[config.mk]
export PLATFORM = sky130hd
export DESIGN_NAME = ures_status
export DESIGN_NICKNAME = d
export VERILOG_FILES = /design/src/rtl/ures_pkg.sv /design/src/rtl/ures_bit_timer.sv /design/src/rtl/ures_status.sv
export SDC_FILE = /design/constraint.sdc
export NUM_CORES = 1
export LEC_CHECK = 0
export ABC_AREA = 1
export BUFFER_PORTS_ARGS = -buffer_cell sky130_fd_sc_hd__buf_2
export CORE_UTILIZATION = 50
export CTS_CLUSTER_DIAMETER = 60
export DETAILED_ROUTE_END_ITERATION = 10
export GPL_TIMING_DRIVEN = 0
export PLACE_DENSITY = 0.76
export SLEW_MARGIN = 40
export SYNTH_ARGS = -nofsm -noshare
export SYNTH_HDL_FRONTEND = slang
export SYNTH_SLANG_ARGS = --single-unit
[constraint.sdc]
create_clock -name clk -period 3.4 [get_ports clk]
set_clock_uncertainty 0.05 [all_clocks]
set_input_delay 0.34 -clock clk [delete_from_list [all_inputs] [get_ports clk]]
set_output_delay 0.34 -clock clk [all_outputs]
set_load 0.1 [all_outputs]
[src/rtl/ures_pkg.sv]
// ures_pkg: register map, field positions, reset values and counts for
// the receive error status block. assumes a byte-wide status register.
package ures_pkg;

  // ---------------------------------------------------------------
  // register offsets (byte addresses on the plain register port)
  // ---------------------------------------------------------------
  localparam int          ADDR_W          = 8;
  localparam logic [7:0]  OFS_STATUS      = 8'h00;
  localparam logic [7:0]  OFS_RXBUF       = 8'h04;
  localparam logic [7:0]  OFS_DIVISOR     = 8'h08;

  // ---------------------------------------------------------------
  // status field positions
  // ---------------------------------------------------------------
  localparam int          BIT_PARITY      = 0;
  localparam int          BIT_FRAMING     = 1;
  localparam int          BIT_OVERRUN     = 2;
  localparam int          BIT_ANYERR      = 3;
  localparam int          BIT_BREAK       = 4;
  localparam int          BIT_NINTH       = 5;
  localparam int          BIT_TXBUSY      = 6;
  localparam int          BIT_RESERVED    = 7;

  // ---------------------------------------------------------------
  // reset values and counts
  // ---------------------------------------------------------------
  localparam logic [7:0]  RST_STATUS      = 8'h00;
  localparam logic [8:0]  RST_RXBUF       = 9'h000;
  localparam int          DIV_W           = 16;
  localparam logic [15:0] RST_DIVISOR     = 16'h0364; // 868 cycles, 115200 baud at 100 MHz
  localparam int          BREAK_BITS      = 10;       // bit times of low line after bad stop
  localparam logic [3:0]  BREAK_CNT_LAST  = 4'(BREAK_BITS);

  // break watcher states
  typedef enum logic [1:0] {
    URES_IDLE  = 2'b01,
    URES_WATCH = 2'b10
  } ures_brk_t;

endpackage

[src/rtl/ures_bit_timer.sv]
// ures_bit_timer: bit-time tick divider, restartable at frame end.
// assumes divisor is held stable by software between frames.
`timescale 1ns/1ps
`default_nettype none

module ures_bit_timer
  import ures_pkg::*;
#(
  parameter int DIV_WIDTH = DIV_W
) (
  input  wire logic                 clk,
  input  wire logic                 nrst,
  input  wire logic                 restart,
  input  wire logic [DIV_WIDTH-1:0] divisor,
  output logic                      bitTick
);

  // refuse a divider too narrow to count a bit time
  if (DIV_WIDTH < 2) begin : gen_bad_width
    $error("ures_bit_timer: DIV_WIDTH below 2");
  end

  // ---------------------------------------------------------------
  // down counter
  // ---------------------------------------------------------------
  logic [DIV_WIDTH-1:0] cnt_r;
  logic [DIV_WIDTH-1:0] lastCnt;

  // a divisor of zero behaves as one so the tick never stalls
  assign lastCnt = (divisor == '0) ? DIV_WIDTH'(0) : divisor - DIV_WIDTH'(1);

  // count cycles of one bit time, reload on restart
  always_ff @(posedge clk or negedge nrst) begin
    if (!nrst) begin
      cnt_r <= '0;
    end else if (restart || cnt_r == '0) begin
      cnt_r <= lastCnt;
    end else begin
      cnt_r <= cnt_r - DIV_WIDTH'(1);
    end
  end

  // one-cycle pulse at the end of each bit time
  assign bitTick = !restart && (cnt_r == '0);

endmodule // ures_bit_timer

`default_nettype wire

[src/rtl/ures_status.sv]
// ures_status: receive error flags, receive buffer and status register.
// assumes a receiver core delivers each character as a one-cycle pulse
// with its parity and stop-bit checks, and that rxLine is synchronous.
//
// Contract
// - parity mismatch sets parity error flag
// - missing stop bit sets framing flag
// - unread buffer overwritten sets overrun flag
// - status read clears parity, framing, overrun
// - summary flag set when any error set
// - summary flag drops when all clear
// - ten low bit times after bad stop
// - read clears break only if line high
// - pending clear fires when line returns high
//
// Decided for this implementation: the plain strobed port and the address map.
`timescale 1ns/1ps
`default_nettype none

module ures_status
  import ures_pkg::*;
(
  input  wire logic              clk,
  input  wire logic              nrst,
  // register port
  input  wire logic [ADDR_W-1:0] regAddr,
  input  wire logic [31:0]       regWrData,
  input  wire logic              regWr,
  input  wire logic              regRd,
  output logic [31:0]            regRdData,
  // receiver core side
  input  wire logic              rxLine,
  input  wire logic              charValid,
  input  wire logic [8:0]        charData,
  input  wire logic              parityBad,
  input  wire logic              stopBad,
  input  wire logic              txBusy,
  // status outputs
  output logic                   anyRxErr,
  output logic                   lineBreak
);

  // ---------------------------------------------------------------
  // register decode
  // ---------------------------------------------------------------
  logic statusRd;
  logic rxBufRd;
  logic divWr;

  assign statusRd = regRd && (regAddr == OFS_STATUS);
  assign rxBufRd  = regRd && (regAddr == OFS_RXBUF);
  assign divWr    = regWr && (regAddr == OFS_DIVISOR);

  // ---------------------------------------------------------------
  // bit-time divisor register and timer
  // ---------------------------------------------------------------
  logic [DIV_W-1:0] divisor_r;
  logic             bitTick;
  logic             frameEndLow;

  // software writable bit time in clock cycles
  always_ff @(posedge clk or negedge nrst) begin
    if (!nrst) begin
      divisor_r <= RST_DIVISOR;
    end else if (divWr) begin
      divisor_r <= regWrData[DIV_W-1:0];
    end
  end

  // bad stop with the line still low starts the break watch
  assign frameEndLow = charValid && stopBad && !rxLine;

  ures_bit_timer #(
    .DIV_WIDTH (DIV_W)
  ) uBitTimer (
    .clk     (clk),
    .nrst    (nrst),
    .restart (frameEndLow),
    .divisor (divisor_r),
    .bitTick (bitTick)
  );

  // ---------------------------------------------------------------
  // receive buffer and its full mark
  // ---------------------------------------------------------------
  logic [8:0] rxBuf_r;
  logic       rxFull_r;

  // each received character lands in the buffer
  always_ff @(posedge clk or negedge nrst) begin
    if (!nrst) begin
      rxBuf_r <= RST_RXBUF;
    end else if (charValid) begin
      rxBuf_r <= charData;
    end
  end

  // a new character wins over a buffer read in the same cycle
  always_ff @(posedge clk or negedge nrst) begin
    if (!nrst) begin
      rxFull_r <= 1'b0;
    end else if (charValid) begin
      rxFull_r <= 1'b1;
    end else if (rxBufRd) begin
      rxFull_r <= 1'b0;
    end
  end

  // ---------------------------------------------------------------
  // error flags, set wins over the read clear
  // ---------------------------------------------------------------
  logic parityErr_r;
  logic framingErr_r;
  logic overrunErr_r;

  always_ff @(posedge clk or negedge nrst) begin
    if (!nrst) begin
      parityErr_r <= 1'b0;
    end else if (charValid && parityBad) begin
      parityErr_r <= 1'b1;
    end else if (statusRd) begin
      parityErr_r <= 1'b0;
    end
  end

  always_ff @(posedge clk or negedge nrst) begin
    if (!nrst) begin
      framingErr_r <= 1'b0;
    end else if (charValid && stopBad) begin
      framingErr_r <= 1'b1;
    end else if (statusRd) begin
      framingErr_r <= 1'b0;
    end
  end

  // overrun when the buffer still holds an unread character
  always_ff @(posedge clk or negedge nrst) begin
    if (!nrst) begin
      overrunErr_r <= 1'b0;
    end else if (charValid && rxFull_r && !rxBufRd) begin
      overrunErr_r <= 1'b1;
    end else if (statusRd) begin
      overrunErr_r <= 1'b0;
    end
  end

  // summary follows the three flags with no action of its own
  assign anyRxErr = parityErr_r || framingErr_r || overrunErr_r;

  // ---------------------------------------------------------------
  // break watcher
  // ---------------------------------------------------------------
  ures_brk_t  brkState_r;
  logic [3:0] brkCnt_r;
  logic       brkDetect;

  assign brkDetect = (brkState_r == URES_WATCH) && bitTick && !rxLine
                     && (brkCnt_r == BREAK_CNT_LAST - 4'h1);

  // watch the line for ten whole bit times after a bad stop bit
  always_ff @(posedge clk or negedge nrst) begin
    if (!nrst) begin
      brkState_r <= URES_IDLE;
      brkCnt_r   <= 4'h0;
    end else begin
      unique case (brkState_r)
        URES_IDLE: begin
          if (frameEndLow) begin
            brkState_r <= URES_WATCH;
            brkCnt_r   <= 4'h0;
          end
        end
        URES_WATCH: begin
          if (rxLine || brkDetect) begin
            brkState_r <= URES_IDLE;
          end else if (bitTick) begin
            brkCnt_r <= brkCnt_r + 4'h1;
          end
        end
      endcase
    end
  end

  // ---------------------------------------------------------------
  // break flag with deferred clear
  // ---------------------------------------------------------------
  logic break_r;
  logic brkClrPend_r;

  always_ff @(posedge clk or negedge nrst) begin
    if (!nrst) begin
      break_r <= 1'b0;
    end else if (brkDetect) begin
      break_r <= 1'b1;
    end else if (statusRd && rxLine) begin
      break_r <= 1'b0;
    end else if (brkClrPend_r && rxLine) begin
      break_r <= 1'b0;
    end
  end

  // remembers a read that found the line still held low
  always_ff @(posedge clk or negedge nrst) begin
    if (!nrst) begin
      brkClrPend_r <= 1'b0;
    end else if (brkDetect || rxLine) begin
      brkClrPend_r <= 1'b0;
    end else if (statusRd && break_r) begin
      brkClrPend_r <= 1'b1;
    end
  end

  assign lineBreak = break_r;

  // ---------------------------------------------------------------
  // read data, valid the cycle after the strobe
  // ---------------------------------------------------------------
  logic [7:0] statusVal;

  always_comb begin
    statusVal               = RST_STATUS;
    statusVal[BIT_PARITY]   = parityErr_r;
    statusVal[BIT_FRAMING]  = framingErr_r;
    statusVal[BIT_OVERRUN]  = overrunErr_r;
    statusVal[BIT_ANYERR]   = anyRxErr;
    statusVal[BIT_BREAK]    = break_r;
    statusVal[BIT_NINTH]    = rxBuf_r[8];
    statusVal[BIT_TXBUSY]   = txBusy;
    statusVal[BIT_RESERVED] = 1'b0;
  end

  // unmapped addresses read zero; reads of status return pre-clear value
  always_ff @(posedge clk or negedge nrst) begin
    if (!nrst) begin
      regRdData <= 32'h0000_0000;
    end else if (regRd) begin
      unique case (regAddr)
        OFS_STATUS:  regRdData <= {24'h00_0000, statusVal};
        OFS_RXBUF:   regRdData <= {24'h00_0000, rxBuf_r[7:0]};
        OFS_DIVISOR: regRdData <= {16'h0000, divisor_r};
        default:     regRdData <= 32'h0000_0000;
      endcase
    end else begin
      regRdData <= 32'h0000_0000;
    end
  end

endmodule // ures_status

`default_nettype wire

# Word level (Yosys, flattened, before mapping)
# Index checks and enable logic that the tools add are counted.
totals:
  register_bits: 85
  output_inout_bits: 34
  elab_cells: 79
op_classes:
  add_sub_neg: 3
  n_eq_ne: 9
  muxes: 22
  reduce_logical: 33
ops:
  columns: ["cell", "n"]
  rows:
  - ["$pmux W16 S3", 1]
  - ["$logic_not A16 Y1", 2]
  - ["$mux W16", 2]
  - ["$mux W32", 1]
  - ["$sub A16 B1 Y16 const B", 2]
  - ["$logic_and A1 B1 Y1", 15]
  - ["$mux W4", 3]
  - ["$mux W1", 11]
  - ["$reduce_bool A2 Y1", 5]
  - ["$eq A8 B3 Y1 const B", 1]
  - ["$eq A8 B4 Y1 const B", 1]
  - ["$logic_not A8 Y1", 1]
  - ["$pmux W4 S2", 1]
  - ["$add A4 B1 Y4 const B", 1]
  - ["$eq A4 B4 Y1 const B", 1]
  - ["$logic_or A1 B1 Y1", 4]
  - ["$mux W2", 2]
  - ["$ne A2 B1 Y1 const B", 2]
  - ["$ne A2 B2 Y1 const B", 2]
  - ["$pmux W2 S2", 1]
  - ["$logic_not A1 Y1", 3]
  - ["$reduce_and A3 Y1", 1]
  - ["$reduce_bool A3 Y1", 1]
  - ["$eq A2 B1 Y1 const B", 1]
  - ["2 further kinds", 2]

# Depth between registers and ports, before layout
# Gate-level depths: netlist of run 1.
logic_depth:
  ltp_word: 10
  ltp_mapped: 11
  depth_no_buf: 11

# Cells and area by module
# A second synthesis of run 1 with hierarchy kept.
hier_totals:
  hier_cells: 521
  hier_area_um2: 3901.2
by_module_without_submodules:
  columns: ["mod", "n_inst", "cells_per_inst", "area_per_inst_um2", "seq_area_each_um2"]
  rows:
  - ["ures_status", 1, 297, 2443.6, 1333.8]
  - ["ures_bit_timer", 1, 224, 1457.6, 400.4]

# Least setup slack after synthesis of run 1
# OpenSTA, ideal clock, no wires.
synth_timing:
  path_kind: "input-to-reg"
  startpoint: "in regAddr[1]"
  endpoint: "reg divisor_r[7]"
  arrival_time_ns: 1.439
  required_time_ns: 3.225
  setup_slack_ns: 1.786
  path_stages: 6
  cell_sequence: "nor2_2 -> nand2_2 -> nor3_4 -> nand2_4 -> buf_6 -> mux2_4"
synth_via:
  elab_chain_cells: 2
synth_lines:
  columns: ["element", "line", "text"]
  rows:
  - ["from (decl)", "ures_status.sv:26", "input wire logic [ADDR_W-1:0] regAddr,"]
  - ["$eq A8 B4 Y1", "ures_status.sv:52", "assign divWr = regWr && (regAddr == OFS_DIVISOR);"]
  - ["$logic_and A1 B1 Y1", "ures_status.sv:52", null]
  - ["to (signal assigned)", "ures_status.sv:66", "divisor_r <= regWrData[DIV_W-1:0];"]
  - ["to (decl)", "ures_status.sv:57", "logic [DIV_W-1:0] divisor_r;"]
# Every way passes these cells.
# A chain may end at the register's enable or synchronous reset.

# Worst setup path in the final report of run 1
layout_timing:
  startpoint: "reg uBitTimer.cnt_r[0]"
  endpoint: "reg uBitTimer.cnt_r[3]"
layout_via:
  elab_chain_cells: 3
layout_lines:
  columns: ["element", "line", "text"]
  rows:
  - ["from (decl)", "ures_bit_timer.sv:26", "logic [DIV_WIDTH-1:0] cnt_r;"]
  - ["from (signal assigned)", "ures_bit_timer.sv:37", "cnt_r <= lastCnt;"]
  - ["from (signal assigned)", "ures_bit_timer.sv:39", "cnt_r <= cnt_r - DIV_WIDTH'(1);"]
  - ["parallel branches: the longest is 2 deep, another holds $sub A16 B1 Y16", null, null]
  - ["$mux W16 *", "ures_bit_timer.sv:36", "end else if (restart || cnt_r == '0) begin"]
# Every way passes the cells marked *.

==> flow_metrics.env, run 1 <==
export IMPL_cts_tree="built"
export IMPL_synth_cell_type_count=32
export IMPL_clock_sinks=69
export IMPL_ios=92
export IMPL_yosys_register_bits=69
export IMPL_drive_gt1_share_pct=21.0
export IMPL_crit_required_ps=3620
export IMPL_gp_congestion=0.874
export IMPL_slew_viol_final=0
export IMPL_pre_cts_slack_ps=1520
export IMPL_grt_max_degree=55
export IMPL_setup_viol=0
export IMPL_cts_root_buf="clkbuf_8"
export IMPL_start_util_pct=52.6
export IMPL_insertion_delay_ps=350
export IMPL_maxCapViolCount=0
export IMPL_fin_util_pct=63.0
export IMPL_portBuffers=59
export IMPL_cts_buffers=9
export IMPL_max_slew_margin_pct=54.1
export IMPL_cellPowerDensity_nw_per_um2=532
export IMPL_post_cts_buffers=0
export IMPL_cts_max_path_buffers=2
export IMPL_use_met2_pct=39.5
export IMPL_setup_tns_ps=0
export IMPL_wl_per_cell_um=12.3
export IMPL_grt_use_met3_pct=6.54
export IMPL_drt_initial_drc_count=153
export IMPL_ys_warn_count=0
export IMPL_synth_cells=452
export IMPL_vias_per_cell=4.85
export IMPL_hold_path_class="primary input to flip-flop"
export IMPL_syn_to_final_growth_pct=19.7
export IMPL_rsz0062_at_grt="false"
export IMPL_worstPathMaxFanout=10
export IMPL_grt_usage_pct=23.6
export IMPL_antenna_found_initial=0
export IMPL_grt_overflow=0
export IMPL_hold_violations=0
export IMPL_hold_depth=3
export IMPL_hold_buffers=1
export IMPL_grt_pass1_vias=3014
export IMPL_die_w_um=87.2
export IMPL_ys_seq_area_share_pct=47.8
export IMPL_grt_util_met1_pct=30.1
export IMPL_routed_via_count=3107
export IMPL_route_detailed_drc=0
export IMPL_clock_fmax_ghz=0.530
export IMPL_hpwl_um=6030
export IMPL_vdd_drop_max_uv=363
export IMPL_num_rows=30
export IMPL_synth_area_um2=3630
export IMPL_die_height_um=87.2
export IMPL_nets=603
export IMPL_grt_pass1_wl_um=13700
export IMPL_post_route_period_util_pct=55.5
export IMPL_drt_pass1_iterations=4
export IMPL_grt_busiest_layer="met2"
export IMPL_htree_levels=3
export IMPL_path_class="flip-flop to flip-flop"
export IMPL_min_period_ps=1890
export IMPL_worst_pin_slew_ps=682
export IMPL_clk_pin_slew_ps=80
export IMPL_avgSynthCellArea_um2=8.03
export IMPL_antenna_cells=0
export IMPL_fill_cells=630
export IMPL_fin_ws_ps=1510
export IMPL_p_leak_nw=2.34
export IMPL_wirelength_um=7880
export IMPL_final_antenna_net_count=0
export IMPL_status="completed"
export IMPL_r2r_cells=10
export IMPL_dieArea_um2=7610
export IMPL_crit_arrival_ps=2110
export IMPL_cts_resized=0
export IMPL_start_kind="flip-flop"
export IMPL_core_area_um2=6910
export IMPL_endpoint_kind="flip-flop"
[cells by family after synthesis]
family                     share of synthesized area (%)
DFF                                                 47.8
adders and majority gates                           2.07
AOI/OAI and AO/OA                                   8.61
buffers and inverters                               10.4
and+or+nand+nor                                     24.4
other                                              0.103
muxes                                               2.38
xor gates and xnor gates                            4.34
[flip-flops by register name, summed over array words and instances, names as in the netlist, 2 cells and up]
signal / count
brkCnt_r: 4
brkState_r: 2
uBitTimer.cnt_r: 16
rxBuf_r: 9
regRdData: 16
divisor_r: 16
[metal layers]
metal  wire length (µm)  vias up
met2               3770       69
met4                 97        0
li1                   -     1574
met3                356       10
met5                  0        -
met1               3660     1454
[final timing paths]
| kind | start | end | slack, ps |
|---|---|---|---|
| setup / recovery | uBitTimer.cnt_r[0] | uBitTimer.cnt_r[3] | 1510 |
| hold / removal | charData[8] | rxBuf_r[8] | 130 |
| setup reg to reg | uBitTimer.cnt_r[0] | uBitTimer.cnt_r[3] | 1510 |
| hold reg to reg | rxBuf_r[8] | rxBuf_r[8] | 440 |
| max in group asynchronous | nrst | divisor_r[2] | 2410 |
| min in group asynchronous | nrst | regRdData[11] | 340 |
[where the power goes]
| part | switching [mW] | internal [mW] | total (mW) | leakage (nW) |
|---|---|---|---|---|
| logic | 0.400 | 0.204 | 0.604 | 1.41 |
| registers | 0.0888 | 0.940 | 1.03 | 0.829 |
| clock network | 0.321 | 0.360 | 0.681 | 0.0995 |
| total | 0.810 | 1.50 | 2.31 | 2.34 |
[synthesized netlist by cell type (all sizes together)]
master,n,area (µm²)
a21oi,15,75.1
nor3,13,81.3
buf,18,136
nand3b,1,7.51
o22ai,5,31.3
o21ai,28,140
nor2,64,250
xnor2,6,52.6
o211ai,7,52.6
o31ai,1,7.51
dfrtp,63,1580
conb,1,3.75
clkbuf,4,15.0
mux2,7,86.3
xor2,12,105
ha,6,75.1
a31oi,1,6.26
inv,60,225
dfstp,6,158
nand2,113,434
nand4,5,31.3
nand3,16,80.1
[stage by stage]
step | hold slack (ps) | total power, mW | std cells | cell area (µm²)
after floorplan | -5.59 | 1.49 | 467 | 3690
after global placement | 400 | 1.61 | 622 | 4100
after detailed placement | 132 | 1.64 | 623 | 4140
after CTS | 112 | 2.33 | 640 | 4350
after global routing | 128 | 2.46 | 640 | 4350
final | 130 | 2.31 | 640 | 4350
[cells in the final DEF (no fill, tap or decap), types with 10 or more instances in the layout]
cell type  instances
inv_1             58
xor2_1            12
dfrtp_1           63
buf_4             16
nand3_1           16
nand2_1          111
a21oi_1           15
conb_1            16
nor2_1            62
o21ai_0           28
buf_2             59
nor3_1            11
clkbuf_8          10
[final cells by class]
| cell class | count | area (µm²) | area share [%] |
|---|---|---|---|
| timing repair buffer | 61 | 339 | 7.80 |
| sequential | 69 | 1730 | 39.9 |
| tap | 96 | 120 | 2.76 |
| clock buffer | 11 | 141 | 3.25 |
| multi-input combinational | 316 | 1580 | 36.3 |
| buffer | 22 | 151 | 3.48 |
| inverter | 60 | 225 | 5.18 |
| clock inverter | 5 | 60.1 | 1.38 |
[worst max-delay path, cell delays in order, from the launching register on]
cell	delay (ps)
dfrtp_1	420
inv_1	110
ha_1	150
nand2_1	50
nor2_1	100
nand2_1	80
nor2_1	210
nor2_1	130
nor2_4	220
inv_2	110
o21ai_0	180
Power figures use the tool's default switching activity.
==> run 2: changes to the inputs <==
clock period = 1.9 ns   (was 3.4 ns; I/O delays follow)
==> flow_metrics.env, run 2 (synthesized netlist as in run 1, its figures left out) <==
export IMPL_min_from="charData[3]"
export IMPL_start_util_pct=52.6
export IMPL_endpoint_kind="flip-flop"
export IMPL_clock_sinks=69
export IMPL_start_kind="flip-flop"
export IMPL_cellPowerDensity_nw_per_um2=936
export IMPL_reg2reg_to="brkCnt_r[1]"
export IMPL_largestRegisters="divisor_r x16, regRdData x16, uBitTimer.cnt_r x16"
export IMPL_maxCapViolCount=0
export IMPL_cts_root_buf="clkbuf_8"
export IMPL_nets=612
export IMPL_min_period_ps=1730
export IMPL_ios=92
export IMPL_crit_path_start="uBitTimer.cnt_r[0]"
export IMPL_grt_pass1_vias=3052
export IMPL_grt_max_degree=55
export IMPL_layout_cells_non_filler=649
export IMPL_die_height_um=87.2
export IMPL_die_w_um=87.2
export IMPL_routed_via_count=3173
export IMPL_drt_initial_drc_count=174
export IMPL_slew_viol_final=0
export IMPL_dp_cells=623
export IMPL_p_leak_nw=2.38
export IMPL_dieArea_um2=7610
export IMPL_insertion_delay_ps=350
export IMPL_final_antenna_net_count=0
export IMPL_grt_usage_pct=23.8
export IMPL_crit_required_ps=2090
export IMPL_cts_buffers=9
export IMPL_core_area_um2=6910
export IMPL_portBuffers=59
export IMPL_status="completed"
export IMPL_vias_per_cell=4.89
export IMPL_clk_pin_slew_ps=80
export IMPL_layout_commonest_cell="nand2_1"
export IMPL_grt_pass1_wl_um=13800
export IMPL_rrSetupSlack_ps=170
export IMPL_final_cell_mix="110 x nand2_1, 63 x dfrtp_1, 59 x nor2_1, 58 x inv_1, 58 x buf_2"
export IMPL_crit_arrival_ps=1920
export IMPL_holdPathEnd="rxBuf_r[3]"
export IMPL_drt_pass1_iterations=6
export IMPL_num_rows=30
export IMPL_hpwl_um=6030
export IMPL_drive_gt1_share_pct=21.9
export IMPL_gp_congestion=0.874
export IMPL_hold_depth=3
export IMPL_grt_overflow=0
export IMPL_route_detailed_drc=0
export IMPL_antenna_found_initial=0
export IMPL_r2r_cells=11
export IMPL_post_route_period_util_pct=90.8
export IMPL_clock_fmax_ghz=0.580
export IMPL_cts_tree="built"
export IMPL_rsz0062_at_grt="false"
export IMPL_setup_tns_ps=0
export IMPL_max_slew_margin_pct=61.3
export IMPL_syn_to_final_growth_pct=22.8
export IMPL_fin_util_pct=64.6
export IMPL_vdd_drop_max_uv=650
export IMPL_setup_viol=0
export IMPL_cts_max_path_buffers=2
export IMPL_hold_path_class="primary input to flip-flop"
export IMPL_wirelength_um=8160
export IMPL_worst_pin_slew_ps=575
export IMPL_wl_per_cell_um=12.6
export IMPL_antenna_cells=0
export IMPL_worstPathMaxFanout=5
export IMPL_reg2reg_from="uBitTimer.cnt_r[0]"
export IMPL_path_class="flip-flop to flip-flop"
export IMPL_hold_violations=0
export IMPL_htree_levels=3
==> run 2: cell types whose count changed in the layout (fill, tap and decap cells not counted), sizes merged <==
| cell | before | now |
|---|---|---|
| dlygate4sd3 | 1 | 8 |
| clkbuf | 15 | 16 |
| nor2 | 64 | 65 |
==> run 2: metal layers <==
metal / vias to the layer above / GRT usage, % / share of wire (%)
met4: 0 / 6.41 / 1.3
li1: 1587 / - / -
met2: 84 / 40.2 / 48
met1: 1486 / 30.1 / 45
met5: - / 0 / 0
met3: 16 / 6.54 / 4.8
==> run 2: worst max path at each step <==
stage	slack [ps]	cells after the start	endpoint
CTS	30	10	uBitTimer.cnt_r[3]
floorplan	310	6	regRdData[3]
global route	20	11	brkCnt_r[0]
global placement	80	10	uBitTimer.cnt_r[5]
finish	170	11	brkCnt_r[1]
detailed placement	40	10	uBitTimer.cnt_r[3]
==> run 2: layout make-up <==
class,count,area (µm²)
clock buffers,11,141
repair buffers,69,417
clock inverters,5,60.1
plain buffers,22,154
fillers,620,2450
flip-flops and latches,69,1730
multi-input cells,317,1610
inverters,60,225
well taps,96,120
==> run 2: critical path, stage by stage, from the launching register on <==
cell and delay [ps]:
dfrtp_1 380, inv_1 90, ha_1 150, nand2_1 50
nor2_1 100, nand2_1 120, nor2_4 160, nand4_1 130
nand2_2 120, nand2_1 120, nand2_1 100, nand2_1 50
==> run 2: power by group <==
group | total (mW) | internal, mW | switching [mW]
clock | 1.22 | 0.644 | 0.574
combinational | 1.12 | 0.383 | 0.732
sequential | 1.84 | 1.68 | 0.158
==> run 2: what timing repair did <==
item / in CTS / in global routing
resized for setup: 0 / 9
endpoints found under the hold margin: 71 / 0
hold buffers: 8 / 0
setup endpoints to repair: 0 / 19
setup buffers: 0 / 1
==> run 2: through the flow <==
stage	instance area, µm²	power, mW	worst slack [ps]	hold slack (ps)
after floorplan	3690	2.66	306	-156
after global placement	4100	2.88	79.3	344
after detailed placement	4140	2.93	40.9	-18.0
after CTS	4420	4.17	25.9	1.64
after global routing	4460	4.44	16.8	5.06
final	4460	4.18	174	15.1
